[src/standby_pkg.sv]
package standby_pkg;

	localparam logic [7:0] SYS_CONTROL_ADDR = 8'h00;
	localparam logic [7:0] INT_MASTER_ADDR  = 8'h04;
	localparam logic [7:0] INT_ENABLE_ADDR  = 8'h08;
	localparam logic [7:0] INT_LATCH_ADDR   = 8'h0C;
	localparam logic [7:0] TB_CONTROL_ADDR  = 8'h10;
	localparam logic [7:0] STATUS_ADDR      = 8'h14;
	localparam logic [7:0] RESUME_PC_ADDR   = 8'h18;

	localparam int HF_OSC_BIT     = 7;
	localparam int LF_OSC_BIT     = 6;
	localparam int CLK_SELECT_BIT = 5;
	localparam int STANDBY_BIT    = 4;
	localparam int TG_HALT_BIT    = 2;
	localparam int WDT_INT_BIT    = 0;
	localparam int TB_INT_BIT     = 6;
	localparam int TB_ENABLE_BIT  = 7;
	localparam int INT_COUNT      = 8;
	localparam int TB_SEL_WIDTH   = 3;

	localparam logic [15:0] PC_STEP          = 16'h0002;
	localparam logic [7:0]  INT_ENABLE_RESET = 8'h00;
	localparam logic [7:0]  INT_LATCH_RESET  = 8'h00;
	localparam logic [7:0]  TB_CONTROL_RESET = 8'h00;

	typedef struct packed {
		logic hf_osc_en;
		logic lf_osc_en;
		logic main_clock_select;
	} clock_control_type;

	localparam clock_control_type CLOCK_RESET = '{hf_osc_en: 1'b1, lf_osc_en: 1'b0, main_clock_select: 1'b0};

	typedef struct packed {
		logic cpu_halt;
		logic watchdog_halt;
		logic periph_clk_en;
		logic time_base_clk_en;
		logic hold_state;
	} gate_control_type;

	typedef enum logic [1:0] {
		ST_RUN            = 2'b00,
		ST_PERIPH_STANDBY = 2'b01,
		ST_CLOCK_GATED    = 2'b10
	} standby_state_type;

	typedef enum logic [1:0] {
		HIGH_SPEED_SINGLE_CLOCK_RUN = 2'b00,
		HIGH_SPEED_DUAL_CLOCK_RUN   = 2'b01,
		LOW_SPEED_TRANSITION_RUN    = 2'b10,
		LOW_SPEED_RUN               = 2'b11
	} run_mode_type;

	function automatic run_mode_type run_mode_of(input clock_control_type c);
		if (!c.main_clock_select)
			return c.lf_osc_en ? HIGH_SPEED_DUAL_CLOCK_RUN : HIGH_SPEED_SINGLE_CLOCK_RUN;
		else
			return c.hf_osc_en ? LOW_SPEED_TRANSITION_RUN : LOW_SPEED_RUN;
	endfunction : run_mode_of

	function automatic logic osc_fault(input clock_control_type c);
		return (!c.hf_osc_en && !c.lf_osc_en) || (!c.hf_osc_en && !c.main_clock_select)
			|| (!c.lf_osc_en && c.main_clock_select);
	endfunction : osc_fault

endpackage : standby_pkg

[src/interrupt_latch_bank.sv]
`timescale 1ns/10ps
module interrupt_latch_bank
	import standby_pkg::*;
#(
	parameter int WIDTH = INT_COUNT
)
(
	input  wire logic             clk,
	input  wire logic             rstn,
	input  wire logic [WIDTH-1:0] set_pulse,
	input  wire logic             load_en,
	input  wire logic [WIDTH-1:0] load_data,
	output logic      [WIDTH-1:0] latch
);

	logic [WIDTH-1:0] latch_reg;
	logic [WIDTH-1:0] latch_next;

	// Writing zero clears a latch; a new event in that cycle wins
	always_comb
	begin
		latch_next = latch_reg;
		if (load_en)
			latch_next = latch_reg & load_data;
		latch_next = latch_next | set_pulse;
	end

	always_ff @(posedge clk)
	begin
		if (!rstn)
			latch_reg <= WIDTH'(INT_LATCH_RESET);
		else
			latch_reg <= latch_next;
	end

	assign latch = latch_reg;

endmodule : interrupt_latch_bank

[src/standby_mode_controller.sv]
`timescale 1ns/10ps
// Behaviour
// - Peripheral standby halts CPU and watchdog; peripherals stay clocked.
// - Any standby freezes memory, registers, status word and port latches.
// - Resume address is entry instruction address plus two.
// - Writing one to the standby bit enters peripheral standby.
// - Leaving peripheral standby clears its bit and restores prior run mode.
// - Reset ends any standby and starts in high-speed single-clock run.
// - Master off: enabled interrupt wakes, no service, continue next instruction.
// - Master on: enabled interrupt wakes and is serviced first.
// - Pending watchdog interrupt blocks standby entry and gets serviced.
// - Clock-gated standby feeds only the time base timer.
// - Writing one to the halt bit enters clock-gated standby.
// - Leaving clock-gated standby clears halt bit, restores prior run mode.
// - Time base enabled at gated entry sets the time base latch.
// - Gated entry and exit ignore the time base enable.
// - Falling edge of chosen time base source ends gated standby.
// - With all three enables set, that wake also services time base.
// - Wake edge is asynchronous to the period, so sleep may be shorter.
// - Reset is raised when the oscillator feeding the main clock is off.
module standby_mode_controller
	import standby_pkg::*;
#(
	parameter int TB_SOURCES = 8
)
(
	input  wire logic                  clk,
	input  wire logic                  rstn,
	input  wire logic [7:0]            paddr,
	input  wire logic                  psel,
	input  wire logic                  penable,
	input  wire logic                  pwrite,
	input  wire logic [31:0]           pwdata,
	output logic      [31:0]           prdata,
	output logic                       pready,
	output logic                       pslverr,
	input  wire logic [15:0]           instr_addr,
	input  wire logic [INT_COUNT-1:0]  int_sources,
	input  wire logic [TB_SOURCES-1:0] tb_sources,
	output gate_control_type           gate,
	output clock_control_type          clocks,
	output run_mode_type               run_mode,
	output logic      [15:0]           resume_pc,
	output logic                       irq_request,
	output logic      [INT_COUNT-1:0]  irq_latches,
	output logic                       osc_fault_reset
);

	function automatic logic addr_known(input logic [7:0] a);
		if (a == SYS_CONTROL_ADDR)
			return 1'b1;
		else if (a == INT_MASTER_ADDR)
			return 1'b1;
		else if (a == INT_ENABLE_ADDR)
			return 1'b1;
		else if (a == INT_LATCH_ADDR)
			return 1'b1;
		else if (a == TB_CONTROL_ADDR)
			return 1'b1;
		else if (a == STATUS_ADDR)
			return 1'b1;
		else if (a == RESUME_PC_ADDR)
			return 1'b1;
		else
			return 1'b0;
	endfunction : addr_known

	standby_state_type      state_reg;
	clock_control_type      clk_ctl_reg;
	clock_control_type      saved_clk_reg;
	logic                   master_en_reg;
	logic [INT_COUNT-1:0]   int_enable_reg;
	logic [7:0]             tb_control_reg;
	logic [15:0]            resume_pc_reg;
	logic [31:0]            prdata_reg;
	logic                   osc_fault_reg;
	logic [31:0]            rdata_next;
	logic [INT_COUNT-1:0]   latch;
	logic [INT_COUNT-1:0]   latch_set;
	logic                   wr_access;
	logic                   sys_write;
	logic                   wdt_pending;
	logic                   enter_periph;
	logic                   enter_gated;
	logic                   int_wake;
	logic                   tb_fall;
	logic                   wake;
	logic                   tb_enable;

	////////////////////////////////////////////////////////////////////////////
	// APB access and entry decode

	assign wr_access   = psel && penable && pwrite;
	assign pready      = psel && penable;
	assign pslverr     = psel && penable && !addr_known(paddr);
	assign sys_write   = wr_access && (paddr == SYS_CONTROL_ADDR) && (state_reg == ST_RUN);
	assign wdt_pending = latch[WDT_INT_BIT];
	assign tb_enable   = tb_control_reg[TB_ENABLE_BIT];

	// a write with both bits is refused
	assign enter_periph = sys_write && pwdata[STANDBY_BIT] && !pwdata[TG_HALT_BIT] && !wdt_pending;

	assign enter_gated = sys_write && pwdata[TG_HALT_BIT] && !pwdata[STANDBY_BIT] && !wdt_pending;

	////////////////////////////////////////////////////////////////////////////
	// Wake sources

	// any enabled latch wakes peripheral standby, master enable irrelevant
	assign int_wake = |(latch & int_enable_reg);

	time_base_edge #(
		.SOURCES (TB_SOURCES)
	) u_tb_edge (
		.clk     (clk),
		.rstn    (rstn),
		.sources (tb_sources),
		.select  (tb_control_reg[TB_SEL_WIDTH-1:0]),
		.fall    (tb_fall)
	);

	assign wake = ((state_reg == ST_PERIPH_STANDBY) && int_wake)
		|| ((state_reg == ST_CLOCK_GATED) && tb_fall);

	////////////////////////////////////////////////////////////////////////////
	// Mode state

	// reset returns to run with reset clocks
	always_ff @(posedge clk)
	begin
		if (!rstn)
			state_reg <= ST_RUN;
		else
		begin
			case (state_reg)
				ST_RUN:
				begin
					if (enter_periph)
						state_reg <= ST_PERIPH_STANDBY;
					else if (enter_gated)
						state_reg <= ST_CLOCK_GATED;
				end
				ST_PERIPH_STANDBY:
				begin
					if (int_wake)
						state_reg <= ST_RUN;
				end
				ST_CLOCK_GATED:
				begin
					if (tb_fall)
						state_reg <= ST_RUN;
				end
				default:
					state_reg <= ST_RUN;
			endcase
		end
	end

	// restore clock selection saved at entry
	always_ff @(posedge clk)
	begin
		if (!rstn)
			clk_ctl_reg <= CLOCK_RESET;
		else if (wake)
			clk_ctl_reg <= saved_clk_reg;
		else if (sys_write)
			clk_ctl_reg <= '{hf_osc_en: pwdata[HF_OSC_BIT], lf_osc_en: pwdata[LF_OSC_BIT],
				main_clock_select: pwdata[CLK_SELECT_BIT]};
	end

	always_ff @(posedge clk)
	begin
		if (!rstn)
		begin
			saved_clk_reg <= CLOCK_RESET;
			resume_pc_reg <= 16'h0000;
		end
		else if (enter_periph || enter_gated)
		begin
			saved_clk_reg <= clk_ctl_reg;
			resume_pc_reg <= 16'(instr_addr + PC_STEP);
		end
	end

	////////////////////////////////////////////////////////////////////////////
	// Interrupt registers

	always_ff @(posedge clk)
	begin
		if (!rstn)
		begin
			master_en_reg  <= 1'b0;
			int_enable_reg <= INT_ENABLE_RESET;
			tb_control_reg <= TB_CONTROL_RESET;
		end
		else if (wr_access)
		begin
			if (paddr == INT_MASTER_ADDR)
				master_en_reg <= pwdata[0];
			else if (paddr == INT_ENABLE_ADDR)
				int_enable_reg <= pwdata[INT_COUNT-1:0];
			else if (paddr == TB_CONTROL_ADDR)
				tb_control_reg <= pwdata[7:0];
		end
	end

	// time base latch set at gated entry
	always_comb
	begin
		latch_set = int_sources;
		if (enter_gated && tb_enable)
			latch_set[TB_INT_BIT] = 1'b1;
	end

	interrupt_latch_bank #(
		.WIDTH (INT_COUNT)
	) u_latches (
		.clk       (clk),
		.rstn      (rstn),
		.set_pulse (latch_set),
		.load_en   (wr_access && (paddr == INT_LATCH_ADDR)),
		.load_data (pwdata[INT_COUNT-1:0]),
		.latch     (latch)
	);

	// time base serviced via its latch
	assign irq_request = (master_en_reg && int_wake) || wdt_pending;
	assign irq_latches = latch;

	////////////////////////////////////////////////////////////////////////////
	// Clock gating and hold

	// CPU and watchdog halted in standby
	// only time base clocked when gated
	always_comb
	begin
		gate.cpu_halt         = (state_reg != ST_RUN);
		gate.watchdog_halt    = (state_reg != ST_RUN);
		gate.periph_clk_en    = (state_reg != ST_CLOCK_GATED);
		gate.time_base_clk_en = 1'b1;
		gate.hold_state       = (state_reg != ST_RUN);
	end

	always_ff @(posedge clk)
	begin
		if (!rstn)
			osc_fault_reg <= 1'b0;
		else
			osc_fault_reg <= osc_fault(clk_ctl_reg);
	end

	assign clocks          = clk_ctl_reg;
	assign run_mode        = run_mode_of(clk_ctl_reg);
	assign resume_pc       = resume_pc_reg;
	assign osc_fault_reset = osc_fault_reg;

	////////////////////////////////////////////////////////////////////////////
	// Read data, captured in the setup phase so it comes from a flop

	always_comb
	begin
		rdata_next = 32'h0000_0000;
		if (paddr == SYS_CONTROL_ADDR)
		begin
			rdata_next[HF_OSC_BIT]     = clk_ctl_reg.hf_osc_en;
			rdata_next[LF_OSC_BIT]     = clk_ctl_reg.lf_osc_en;
			rdata_next[CLK_SELECT_BIT] = clk_ctl_reg.main_clock_select;
			rdata_next[STANDBY_BIT]    = (state_reg == ST_PERIPH_STANDBY);
			rdata_next[TG_HALT_BIT]    = (state_reg == ST_CLOCK_GATED);
		end
		else if (paddr == INT_MASTER_ADDR)
			rdata_next[0] = master_en_reg;
		else if (paddr == INT_ENABLE_ADDR)
			rdata_next[INT_COUNT-1:0] = int_enable_reg;
		else if (paddr == INT_LATCH_ADDR)
			rdata_next[INT_COUNT-1:0] = latch;
		else if (paddr == TB_CONTROL_ADDR)
			rdata_next[7:0] = tb_control_reg;
		else if (paddr == STATUS_ADDR)
			rdata_next[4:0] = {osc_fault_reg, state_reg, run_mode_of(clk_ctl_reg)};
		else if (paddr == RESUME_PC_ADDR)
			rdata_next[15:0] = resume_pc_reg;
	end

	always_ff @(posedge clk)
	begin
		if (!rstn)
			prdata_reg <= 32'h0000_0000;
		else if (psel && !penable)
			prdata_reg <= rdata_next;
	end

	assign prdata = prdata_reg;
endmodule : standby_mode_controller

[src/time_base_edge.sv]
`timescale 1ns/10ps
module time_base_edge
	import standby_pkg::*;
#(
	parameter int SOURCES = 8
)
(
	input  wire logic                    clk,
	input  wire logic                    rstn,
	input  wire logic [SOURCES-1:0]      sources,
	input  wire logic [TB_SEL_WIDTH-1:0] select,
	output logic                         fall
);

	logic level;
	logic prev_reg;

	assign level = sources[select];

	always_ff @(posedge clk)
	begin
		if (!rstn)
			prev_reg <= 1'b0;
		else
			prev_reg <= level;
	end

	// Edge seen at any phase of the source, so a sleep can be shorter than one period
	assign fall = prev_reg && !level;

endmodule : time_base_edge
[config.mk]
export PLATFORM = sky130hd
export DESIGN_NAME = standby_mode_controller
export DESIGN_NICKNAME = d
export VERILOG_FILES = /design/src/standby_pkg.sv /design/src/interrupt_latch_bank.sv /design/src/standby_mode_controller.sv /design/src/time_base_edge.sv
export SDC_FILE = /design/constraint.sdc
export NUM_CORES = 1
export LEC_CHECK = 0
export ABC_AREA = 1
export BUFFER_PORTS_ARGS = -buffer_cell sky130_fd_sc_hd__buf_2
export CAP_MARGIN = 20
export CORE_MARGIN = 3
export CORE_UTILIZATION = 50
export CTS_BUF_LIST = sky130_fd_sc_hd__clkbuf_4
export CTS_CLUSTER_SIZE = 24
export DETAILED_ROUTE_END_ITERATION = 12
export PLACE_DENSITY = 0.82
export RECOVER_POWER = 100
export SLEW_MARGIN = 20
export SYNTH_ARGS = -nofsm -noshare
export SYNTH_HDL_FRONTEND = slang
export SYNTH_HIERARCHICAL = 1
export SYNTH_SLANG_ARGS = --single-unit
[constraint.sdc]
create_clock -name clk -period 2.6 [get_ports clk]
set_input_delay 0 -clock clk [delete_from_list [all_inputs] [get_ports clk]]
set_output_delay 0 -clock clk [all_outputs]
set_load 0.03 [all_outputs]
==> results of run 1 <==
## layout make-up
type | count | area (µm²)
clock buffers | 9 | 67.6
flip-flops and latches | 67 | 1340
fillers | 622 | 2330
well taps | 96 | 120
repair buffers | 153 | 925
multi-input cells | 376 | 1810
clock inverters | 7 | 98.8
inverters | 68 | 255
## placed cells by master (no fill, tap or decap), types with 17 or more instances in the layout
cell type / n
a21oi_1: 55
nand2_1: 109
buf_2: 51
nor2_1: 50
dlygate4sd3_1: 44
conb_1: 17
o21ai_0: 40
clkbuf_1: 55
dfxtp_1: 67
inv_1: 61
nand3_1: 37
## power breakdown
part | internal, mW | leakage [nW] | switching (mW)
combinational | 0.113 | 1.46 | 0.192
sequential | 1.04 | 0.543 | 0.0136
clock | 0.396 | 0.0885 | 0.420
## Yosys cell counts (all sizes together)
master / count
a21oi: 55
o211ai: 9
a31oi: 2
conb: 2
or2: 4
nor3: 12
nor2: 56
o21a: 1
and3: 1
xor2: 6
inv: 68
a211oi: 2
xnor2: 1
nor4b: 1
nand2: 113
nand3: 38
clkbuf: 7
a21boi: 1
buf: 31
o21bai: 1
nand4: 10
o21ai: 44
a21o: 1
ha: 1
dfxtp: 67
## timing repair
action | in CTS | in global routing
hold endpoints to repair | 44 | 0
resized for setup | 0 | 0
endpoints found under the setup margin | 0 | 0
hold buffers | 44 | 0
## critical path: stages (launching register included)
cell,delay [ns]
dfxtp_1,0.38
or2_4,0.32
nor2_8,0.16
nand3_1,0.22
nand2_4,0.30
inv_2,0.17
o21ai_0,0.17
dlygate4sd3_1,0.57
nor2_1,0.04
## routing by layer
layer,wire (µm),vias up,global-route usage (%)
met2,5100,223,43.5
met5,0,-,0
met1,4550,1835,33.2
met3,921,44,7.37
met4,403,0,12.8
li1,-,1981,-
## worst min path at each step
| stage | from | end | slack [ns] |
|---|---|---|---|
| 2_1_floorplan | instr_addr[1] | resume_pc[1]$_SDFFE_PN0P_ | 0.1 |
| 3_3_place_gp | instr_addr[0] | resume_pc[0]$_SDFFE_PN0P_ | 0.24 |
| 3_5_place_dp | int_sources[0] | u_latches/latch[0]$_SDFF_PN0_ | 0.25 |
| 4_1_cts | instr_addr[5] | resume_pc[5]$_SDFFE_PN0P_ | 0.009 |
| 5_1_grt | tb_sources[4] | u_tb_edge/prev_reg$_SDFF_PN0_ | 0.05 |
| 6_report | instr_addr[5] | resume_pc[5]$_SDFFE_PN0P_ | 0.03 |
## through the flow
stage	cells	hold slack, ns
after floorplan	549	0.0969
after global placement	716	0.236
after detailed placement	716	0.248
after CTS	776	0.00938
after global routing	776	0.0546
final	776	0.0264
## kinds of logic (layout without fill, tap and decap cells)
kind of cell,after synthesis,in the layout,synth area share [%]
compound gates,116,116,17.6
other cells,2,17,0.206
xor+xnor,7,7,1.68
simple gates,235,235,28.9
buf+inv,106,237,14.5
flops,67,67,36.8
fa+ha+maj,1,1,0.343
==> results.sh, run 1 <==
export IMPL_grt_pass1_wl_mm=18.1
export IMPL_power_density_mw_per_mm2=471
export IMPL_worst_slew_pin_slew_ns=1.01
export IMPL_tns_ns=0
export IMPL_fin_util_pct=66.5
export IMPL_setup_viol=0
export IMPL_layout_nets=753
export IMPL_dpl_worst_slack_ns=0.826
export IMPL_worst_clock_skew_ns=0.0186
export IMPL_drt_wl_total_mm=11.0
export IMPL_yosys_warnings=6
export IMPL_die_h_um=91.4
export IMPL_cts_buffers=9
export IMPL_clk_pin_slew_ns=0.13
export IMPL_syn_avg_cell_area_um2=6.82
export IMPL_required_ns=2.96
export IMPL_hold_class="input pin to flip-flop"
export IMPL_leakage_nw=2.09
export IMPL_syn2layout_area_growth_pct=26.7
export IMPL_finalMaxSlewViolations=0
export IMPL_finalHoldViolations=0
export IMPL_ant_nets=0
export IMPL_synth_area_leaders="dfxtp_1 37%, nand2_1 11%, a21oi_1 7.6%"
export IMPL_endpoint="resume_pc[0]$_SDFFE_PN0P_"
export IMPL_synth_top_area_cell="dfxtp_1"
export IMPL_rr_worst_depth=8
export IMPL_clockRootBuffer="clkbuf_4"
export IMPL_fp_dieW_um=91.4
export IMPL_ys_ff_latch=67
export IMPL_synth_cells=534
export IMPL_fp_coreArea_mm2=0.00694
export IMPL_yosysSeqAreaShare_pct=36.8
export IMPL_grt_usage_pct=27.0
export IMPL_gp_congestion=0.866
export IMPL_fin_crit_sh_pct=92.3
export IMPL_htreeDepth=3
export IMPL_clk_latency_ns=0.44
export IMPL_layout_setup_ws_ns=0.201
export IMPL_max_cap_violations=0
export IMPL_relSlewSlack_pct=32.8
export IMPL_clock_sinks=67
export IMPL_netlist_area_leader_share_pct=36.8
export IMPL_cp_arrival_ns=2.76
export IMPL_r2r_end="resume_pc[0]$_SDFFE_PN0P_"
export IMPL_layout_min_cycle_time_ns=2.40
export IMPL_first_iter_violations=340
export IMPL_dr_pass1_iters=5
export IMPL_antenna_found_initial=0
export IMPL_placementRows=30
export IMPL_critPathKind="flip-flop to flip-flop"
export IMPL_finalInstanceArea_mm2=0.00461
export IMPL_postPlaceCellArea_mm2=0.00410
export IMPL_postCtsSetupBuffers=0
export IMPL_initial_core_util_pct=52.5
export IMPL_port_buffers=105
export IMPL_crit_start="state_reg[1]$_SDFFE_PN0P_"
export IMPL_status="finished, final reports clean"
export IMPL_dr_total_vias=4083
export IMPL_rsz0062_at_grt="false"
export IMPL_clockBufferDepth=2
export IMPL_overflow=0
export IMPL_hold_depth=4
export IMPL_grt_max_degree=29
export IMPL_routed_via_density=5.26
export IMPL_critPathLaunchType="flip-flop"
export IMPL_reg2reg_from="state_reg[1]$_SDFFE_PN0P_"
export IMPL_rrSetupSlack_ns=0.20
export IMPL_die_area_mm2=0.00834
export IMPL_wire_per_inst_um=14.1
export IMPL_antenna_cells=0
export IMPL_fmax_ghz=0.417
export IMPL_end_kind="flip-flop"
export IMPL_hpwl_mm=7.40
export IMPL_drive_gt1_share_pct=13.4
export IMPL_p_total_mw=2.17
export IMPL_cp_max_fo=28
export IMPL_cts_tree="done"
export IMPL_io_pins=147
export IMPL_synthDistinctLibCells=40
export IMPL_netlist_area_mm2=0.00364
export IMPL_grt_pass1_vias=3829
export IMPL_vdd_drop_max_mv=0.340
export IMPL_route_detailed_drc=0
Power figures use the tool's default switching activity.
==> run 2, diff against run 1 <==
--- a/config.mk
+++ b/config.mk
@@ -13,6 +13,7 @@
 export CTS_BUF_LIST = sky130_fd_sc_hd__clkbuf_4
 export CTS_CLUSTER_SIZE = 24
 export DETAILED_ROUTE_END_ITERATION = 12
+export MAX_ROUTING_LAYER = met4
 export PLACE_DENSITY = 0.82
 export RECOVER_POWER = 100
 export SLEW_MARGIN = 20
==> results.sh, run 2 (synthesis results as in run 1) <==
export IMPL_drive_gt1_share_pct=13.7
export IMPL_crit_path_top_delay_cell="dlygate4sd3_1"
export IMPL_wire_per_inst_um=13.7
export IMPL_htreeDepth=3
export IMPL_dr_pass1_iters=7
export IMPL_port_buffers=105
export IMPL_hold_class="input pin to flip-flop"
export IMPL_path_depth=11
export IMPL_grt_pass1_vias=3742
export IMPL_worst_slew_pin_slew_ns=0.922
export IMPL_max_cap_violations=0
export IMPL_crit_top_cell="dlygate4sd3_1"
export IMPL_vdd_drop_max_mv=0.464
export IMPL_die_area_mm2=0.00834
export IMPL_worst_clock_skew_ns=0.0112
export IMPL_layout_nets=752
export IMPL_leakage_nw=2.08
export IMPL_rr_worst_depth=8
export IMPL_syn2layout_area_growth_pct=26.6
export IMPL_route_detailed_drc=0
export IMPL_postCtsSetupBuffers=0
export IMPL_drt_wl_total_mm=10.6
export IMPL_die_h_um=91.4
export IMPL_end_kind="flip-flop"
export IMPL_critPathKind="input pin to flip-flop"
export IMPL_required_ns=2.93
export IMPL_grt_usage_pct=26.3
export IMPL_cts_buffers=9
export IMPL_gp_congestion=0.869
export IMPL_clk_pin_slew_ns=0.13
export IMPL_hold_depth=7
export IMPL_cp_arrival_ns=2.68
export IMPL_tns_ns=0
export IMPL_clockRootBuffer="clkbuf_4"
export IMPL_first_iter_violations=329
export IMPL_initial_core_util_pct=52.5
export IMPL_rrSetupSlack_ns=0.32
export IMPL_relSlewSlack_pct=38.6
export IMPL_rsz0062_at_grt="false"
export IMPL_clk_latency_ns=0.42
export IMPL_cp_max_fo=3
export IMPL_cp_cell_sequence="dlygate4sd3_1, buf_2, nand3_1, nor2_1, nand3_1, nor2_1, nand2_1, nand2_1, dlygate4sd3_1, a21oi_1, dlygate4sd3_1"
export IMPL_finalHoldViolations=0
export IMPL_layout_commonest_cell="nand2_1"
export IMPL_antenna_cells=0
export IMPL_cp_num_buf_inv=4
export IMPL_slowest_delay_ns=0.56
export IMPL_dr_total_vias=4016
export IMPL_finalMaxSlewViolations=0
export IMPL_final_cell_mix="109 x nand2_1, 67 x dfxtp_1, 61 x inv_1"
export IMPL_routed_via_density=5.18
export IMPL_placementRows=30
export IMPL_n_fill_cell=606
export IMPL_fin_crit_sh_pct=90.5
export IMPL_fmax_ghz=0.425
export IMPL_overflow=0
export IMPL_fp_dieW_um=91.4
export IMPL_critPathLaunchType="input pin"
export IMPL_clockBufferDepth=2
export IMPL_antenna_found_initial=0
export IMPL_setup_viol=0
export IMPL_clock_sinks=67
export IMPL_power_density_mw_per_mm2=469
export IMPL_cts_tree="done"
export IMPL_hpwl_mm=7.33
export IMPL_fp_coreArea_mm2=0.00694
export IMPL_cpLargestDelayFamily="buffers and inverters"
export IMPL_ant_nets=0
export IMPL_status="finished, final reports clean"
export IMPL_grt_pass1_wl_mm=17.3
export IMPL_grt_max_degree=29
export IMPL_io_pins=147
export IMPL_layout_setup_ws_ns=0.248
export IMPL_layout_min_cycle_time_ns=2.35
export IMPL_dpl_worst_slack_ns=0.825
==> run 2: cell count changes in the layout (fill, tap and decap cells not counted), sizes merged <==
cell / change
clkinv: -1
clkinvlp: +1
dlygate4sd3: -1
==> run 2: timing repair <==
action / in CTS / in global routing
gates resized for setup: 0 / 0
hold buffers: 43 / 0
setup endpoints to repair: 0 / 0
hold endpoints to repair: 43 / 0
==> run 2: where the power goes <==
part | switching (mW) | internal [mW] | total, mW
clock network | 0.413 | 0.396 | 0.809
registers | 0.0145 | 1.04 | 1.06
logic | 0.187 | 0.113 | 0.300
total | 0.615 | 1.55 | 2.16
==> run 2: worst min-delay path: stages <==
cell and delay (ns):
buf_2 0.07, inv_1 0.03, nand2_1 0.05, nand3_1 0.09, nand3_1 0.08, nand2_1 0.06
nor2_2 0.06
==> run 2: per-layer routing <==
layer / vias to the layer above / wire length, µm / GRT usage, %
met5: - / 0 / -
li1: 1984 / - / -
met2: 194 / 5070 / 42.4
met3: 29 / 880 / 5.39
met1: 1809 / 4440 / 32.3
met4: 0 / 240 / 10.2
==> run 2: final cells by class <==
class                   count  area (µm²)  area share (%)
well taps                  96         120            2.61
repair buffers            152         915            19.8
clock buffers               9        67.6            1.47
inverters                  68         255            5.54
flip-flops and latches     67        1340            29.1
clock inverters             7        98.8            2.14
multi-input cells         376        1810            39.3
==> run 2: stage by stage <==
| stage | area, µm² | util (%) | power [mW] | hold slack [ns] | cells |
|---|---|---|---|---|---|
| 2_1_floorplan | 3700 | - | 1.25 | 0.0969 | 549 |
| 3_3_place_gp | 4100 | 59.1 | 1.32 | 0.235 | 716 |
| 3_5_place_dp | 4100 | 59.1 | 1.32 | 0.248 | 716 |
| 4_1_cts | 4700 | 67.7 | 2.17 | 0.0359 | 775 |
| 5_1_grt | 4610 | 66.4 | 2.24 | 0.0837 | 775 |
| 6_report | 4610 | 66.4 | 2.16 | 0.0484 | 775 |
==> run 2: worst paths after layout <==
kind / end / from
setup / recovery: resume_pc[12]$_SDFFE_PN0P_ / instr_addr[1]
hold / removal: u_tb_edge/prev_reg$_SDFF_PN0_ / tb_sources[5]
setup reg to reg: resume_pc[12]$_SDFFE_PN0P_ / state_reg[1]$_SDFFE_PN0P_
hold reg to reg: saved_clk_reg[0]$_SDFFE_PN0P_ / saved_clk_reg[0]$_SDFFE_PN0P_
==> run 3, diff against run 2 <==
--- a/config.mk
+++ b/config.mk
@@ -14,8 +14,9 @@
 export CTS_CLUSTER_SIZE = 24
 export DETAILED_ROUTE_END_ITERATION = 12
 export MAX_ROUTING_LAYER = met4
-export PLACE_DENSITY = 0.82
+export PLACE_DENSITY = 0.83
 export RECOVER_POWER = 100
+export REMOVE_ABC_BUFFERS = 1
 export SLEW_MARGIN = 20
 export SYNTH_ARGS = -nofsm -noshare
 export SYNTH_HDL_FRONTEND = slang
==> results.sh, run 3 (synthesis results as in run 1) <==
export IMPL_routed_via_density=5.25
export IMPL_first_iter_violations=301
export IMPL_max_cap_violations=0
export IMPL_combPwrFrac_pct=14.8
export IMPL_placementRows=30
export IMPL_dr_total_vias=4051
export IMPL_rsz0062_at_grt="false"
export IMPL_power_sequential_fraction_pct=52.5
export IMPL_hp_start="penable"
export IMPL_grt_pass1_wl_mm=18.2
export IMPL_fin_cells=771
export IMPL_layout_min_cycle_time_ns=2.19
export IMPL_setup_viol=0
export IMPL_ant_nets=0
export IMPL_fmax_ghz=0.458
export IMPL_clockBufferDepth=2
export IMPL_fin_crit_sh_pct=84.0
export IMPL_switchingPower_mw=0.557
export IMPL_grt_max_degree=29
export IMPL_cts_resized=0
export IMPL_dr_pass1_iters=5
export IMPL_switching_share_pct=27.7
export IMPL_syn2layout_area_growth_pct=23.8
export IMPL_fp_coreArea_mm2=0.00694
export IMPL_grt_pass1_vias=3885
export IMPL_power_density_mw_per_mm2=446
export IMPL_status="finished, final reports clean"
export IMPL_cp_num_buf_inv=1
export IMPL_layout_nets=748
export IMPL_final_cell_mix="110 x nand2_1, 67 x dfxtp_1, 63 x inv_1"
export IMPL_grt_usage_pct=27.6
export IMPL_p_int_mw=1.45
export IMPL_cp_max_fo=28
export IMPL_worst_clock_skew_ns=0.0110
export IMPL_leakage_nw=2.05
export IMPL_crit_path_top_delay_cell="nor2_1"
export IMPL_critPathKind="flip-flop to flip-flop"
export IMPL_clkPwrFrac_pct=32.7
export IMPL_slowest_delay_ns=0.43
export IMPL_cpLargestDelayFamily="simple AND/OR/NAND/NOR gates"
export IMPL_finalMaxSlewViolations=0
export IMPL_dp_cells=716
export IMPL_clockRootBuffer="clkbuf_4"
export IMPL_route_detailed_drc=0
export IMPL_drive_gt1_share_pct=12.6
export IMPL_cp_cell_sequence="or2_0, nor2_1, nand3_2, nand2_4, inv_2, o21ai_0, a21oi_1"
export IMPL_worst_slew_pin_slew_ns=1.01
export IMPL_layout_commonest_cell="nand2_1"
export IMPL_seqCellArea_mm2=0.00134
export IMPL_multi_input_area_mm2=0.00179
export IMPL_crit_start="state_reg[1]$_SDFFE_PN0P_"
export IMPL_die_h_um=91.4
export IMPL_clk_pin_slew_ns=0.10
export IMPL_cts_buffers=9
export IMPL_finalHoldViolations=0
export IMPL_initial_core_util_pct=52.5
export IMPL_end_kind="flip-flop"
export IMPL_overflow=0
export IMPL_reg2reg_from="state_reg[1]$_SDFFE_PN0P_"
export IMPL_gp_congestion=0.900
export IMPL_required_ns=2.89
export IMPL_wire_per_inst_um=14.4
export IMPL_drt_wl_total_mm=11.1
export IMPL_antenna_found_initial=1
export IMPL_die_area_mm2=0.00834
export IMPL_io_pins=147
export IMPL_critPathLaunchType="flip-flop"
export IMPL_tns_ns=0
export IMPL_relSlewSlack_pct=32.7
export IMPL_port_buffers=105
export IMPL_cts_tree="done"
export IMPL_clock_sinks=67
export IMPL_fp_dieW_um=91.4
export IMPL_clk_latency_ns=0.39
export IMPL_hpwl_mm=7.53
export IMPL_n_fill_cell=612
export IMPL_postCtsSetupBuffers=0
export IMPL_cp_arrival_ns=2.48
export IMPL_htreeDepth=3
export IMPL_vdd_drop_max_mv=0.259
export IMPL_hold_class="input pin to flip-flop"
-- run 3: cell count changes in the layout (fill, tap and decap cells not counted), sizes merged --
cell         delta
bufinv          -1
dlygate4sd3     -4
diode           +1
clkinvlp        -1
inv             -2
clkinv          +1
clkbuf          +2
-- run 3: power by group through the flow --
stage | registers, mW | clock network [mW] | logic [mW]
floorplan | 1.10 | 0 | 0.122
global placement | 1.08 | 0 | 0.246
detailed placement | 1.08 | 0 | 0.249
CTS | 1.05 | 0.661 | 0.298
global route | 1.06 | 0.703 | 0.324
finish | 1.05 | 0.657 | 0.297
-- run 3: cell type report --
| class | instances | area share, % |
|---|---|---|
| diodes | 1 | 0.0555 |
| clock buffers | 11 | 1.83 |
| clock inverters | 4 | 0.943 |
| inverters | 68 | 5.66 |
| multi-input cells | 376 | 39.7 |
| flip-flops and latches | 67 | 29.7 |
| well taps | 96 | 2.66 |
| repair buffers | 148 | 19.4 |
-- run 3: what timing repair did --
action	in CTS	in global routing
hold endpoints to repair	42	0
endpoints found under the setup margin	0	0
hold buffers	39	0
-- run 3: final timing paths --
check,end,slack [ns],depth (start not counted)
max reg2reg,saved_clk_reg[0]$_SDFFE_PN0P_,0.41,7
max,saved_clk_reg[0]$_SDFFE_PN0P_,0.41,7
min reg2reg,saved_clk_reg[1]$_SDFFE_PN0P_,0.46,2
min,prdata[3]$_SDFFE_PN0P_,0.04,6
-- run 3: tightest hold or removal path, cell delays in order --
cell     delay (ns)
buf_2          0.09
nor2_1         0.05
nand3_1        0.10
nor2_1         0.04
nand2_1        0.06
a21oi_1        0.05
-- run 3: stage by stage --
stage / cell area, µm² / setup WS, ns / hold slack [ns] / power [mW] / utilization, %
after floorplan: 3430 / 0.850 / 0.0755 / 1.22 / -
after global placement: 4100 / 0.879 / 0.240 / 1.32 / 59.1
after detailed placement: 4100 / 0.796 / 0.243 / 1.33 / 59.1
after CTS: 4620 / 0.668 / 0.0374 / 2.01 / 66.5
after global routing: 4510 / 0.219 / 0.0501 / 2.08 / 64.9
final: 4510 / 0.415 / 0.0391 / 2.01 / 64.9
-- run 3: metal layers --
metal | GRT usage, % | vias to the layer above | wire length [µm] | part of all wire, %
li1 | - | 1970 | - | -
met1 | 32.5 | 1796 | 4560 | 41
met2 | 43.0 | 225 | 5200 | 47
met3 | 5.47 | 60 | 815 | 7.3
met4 | 18.1 | 0 | 522 | 4.7
met5 | - | - | 0 | 0
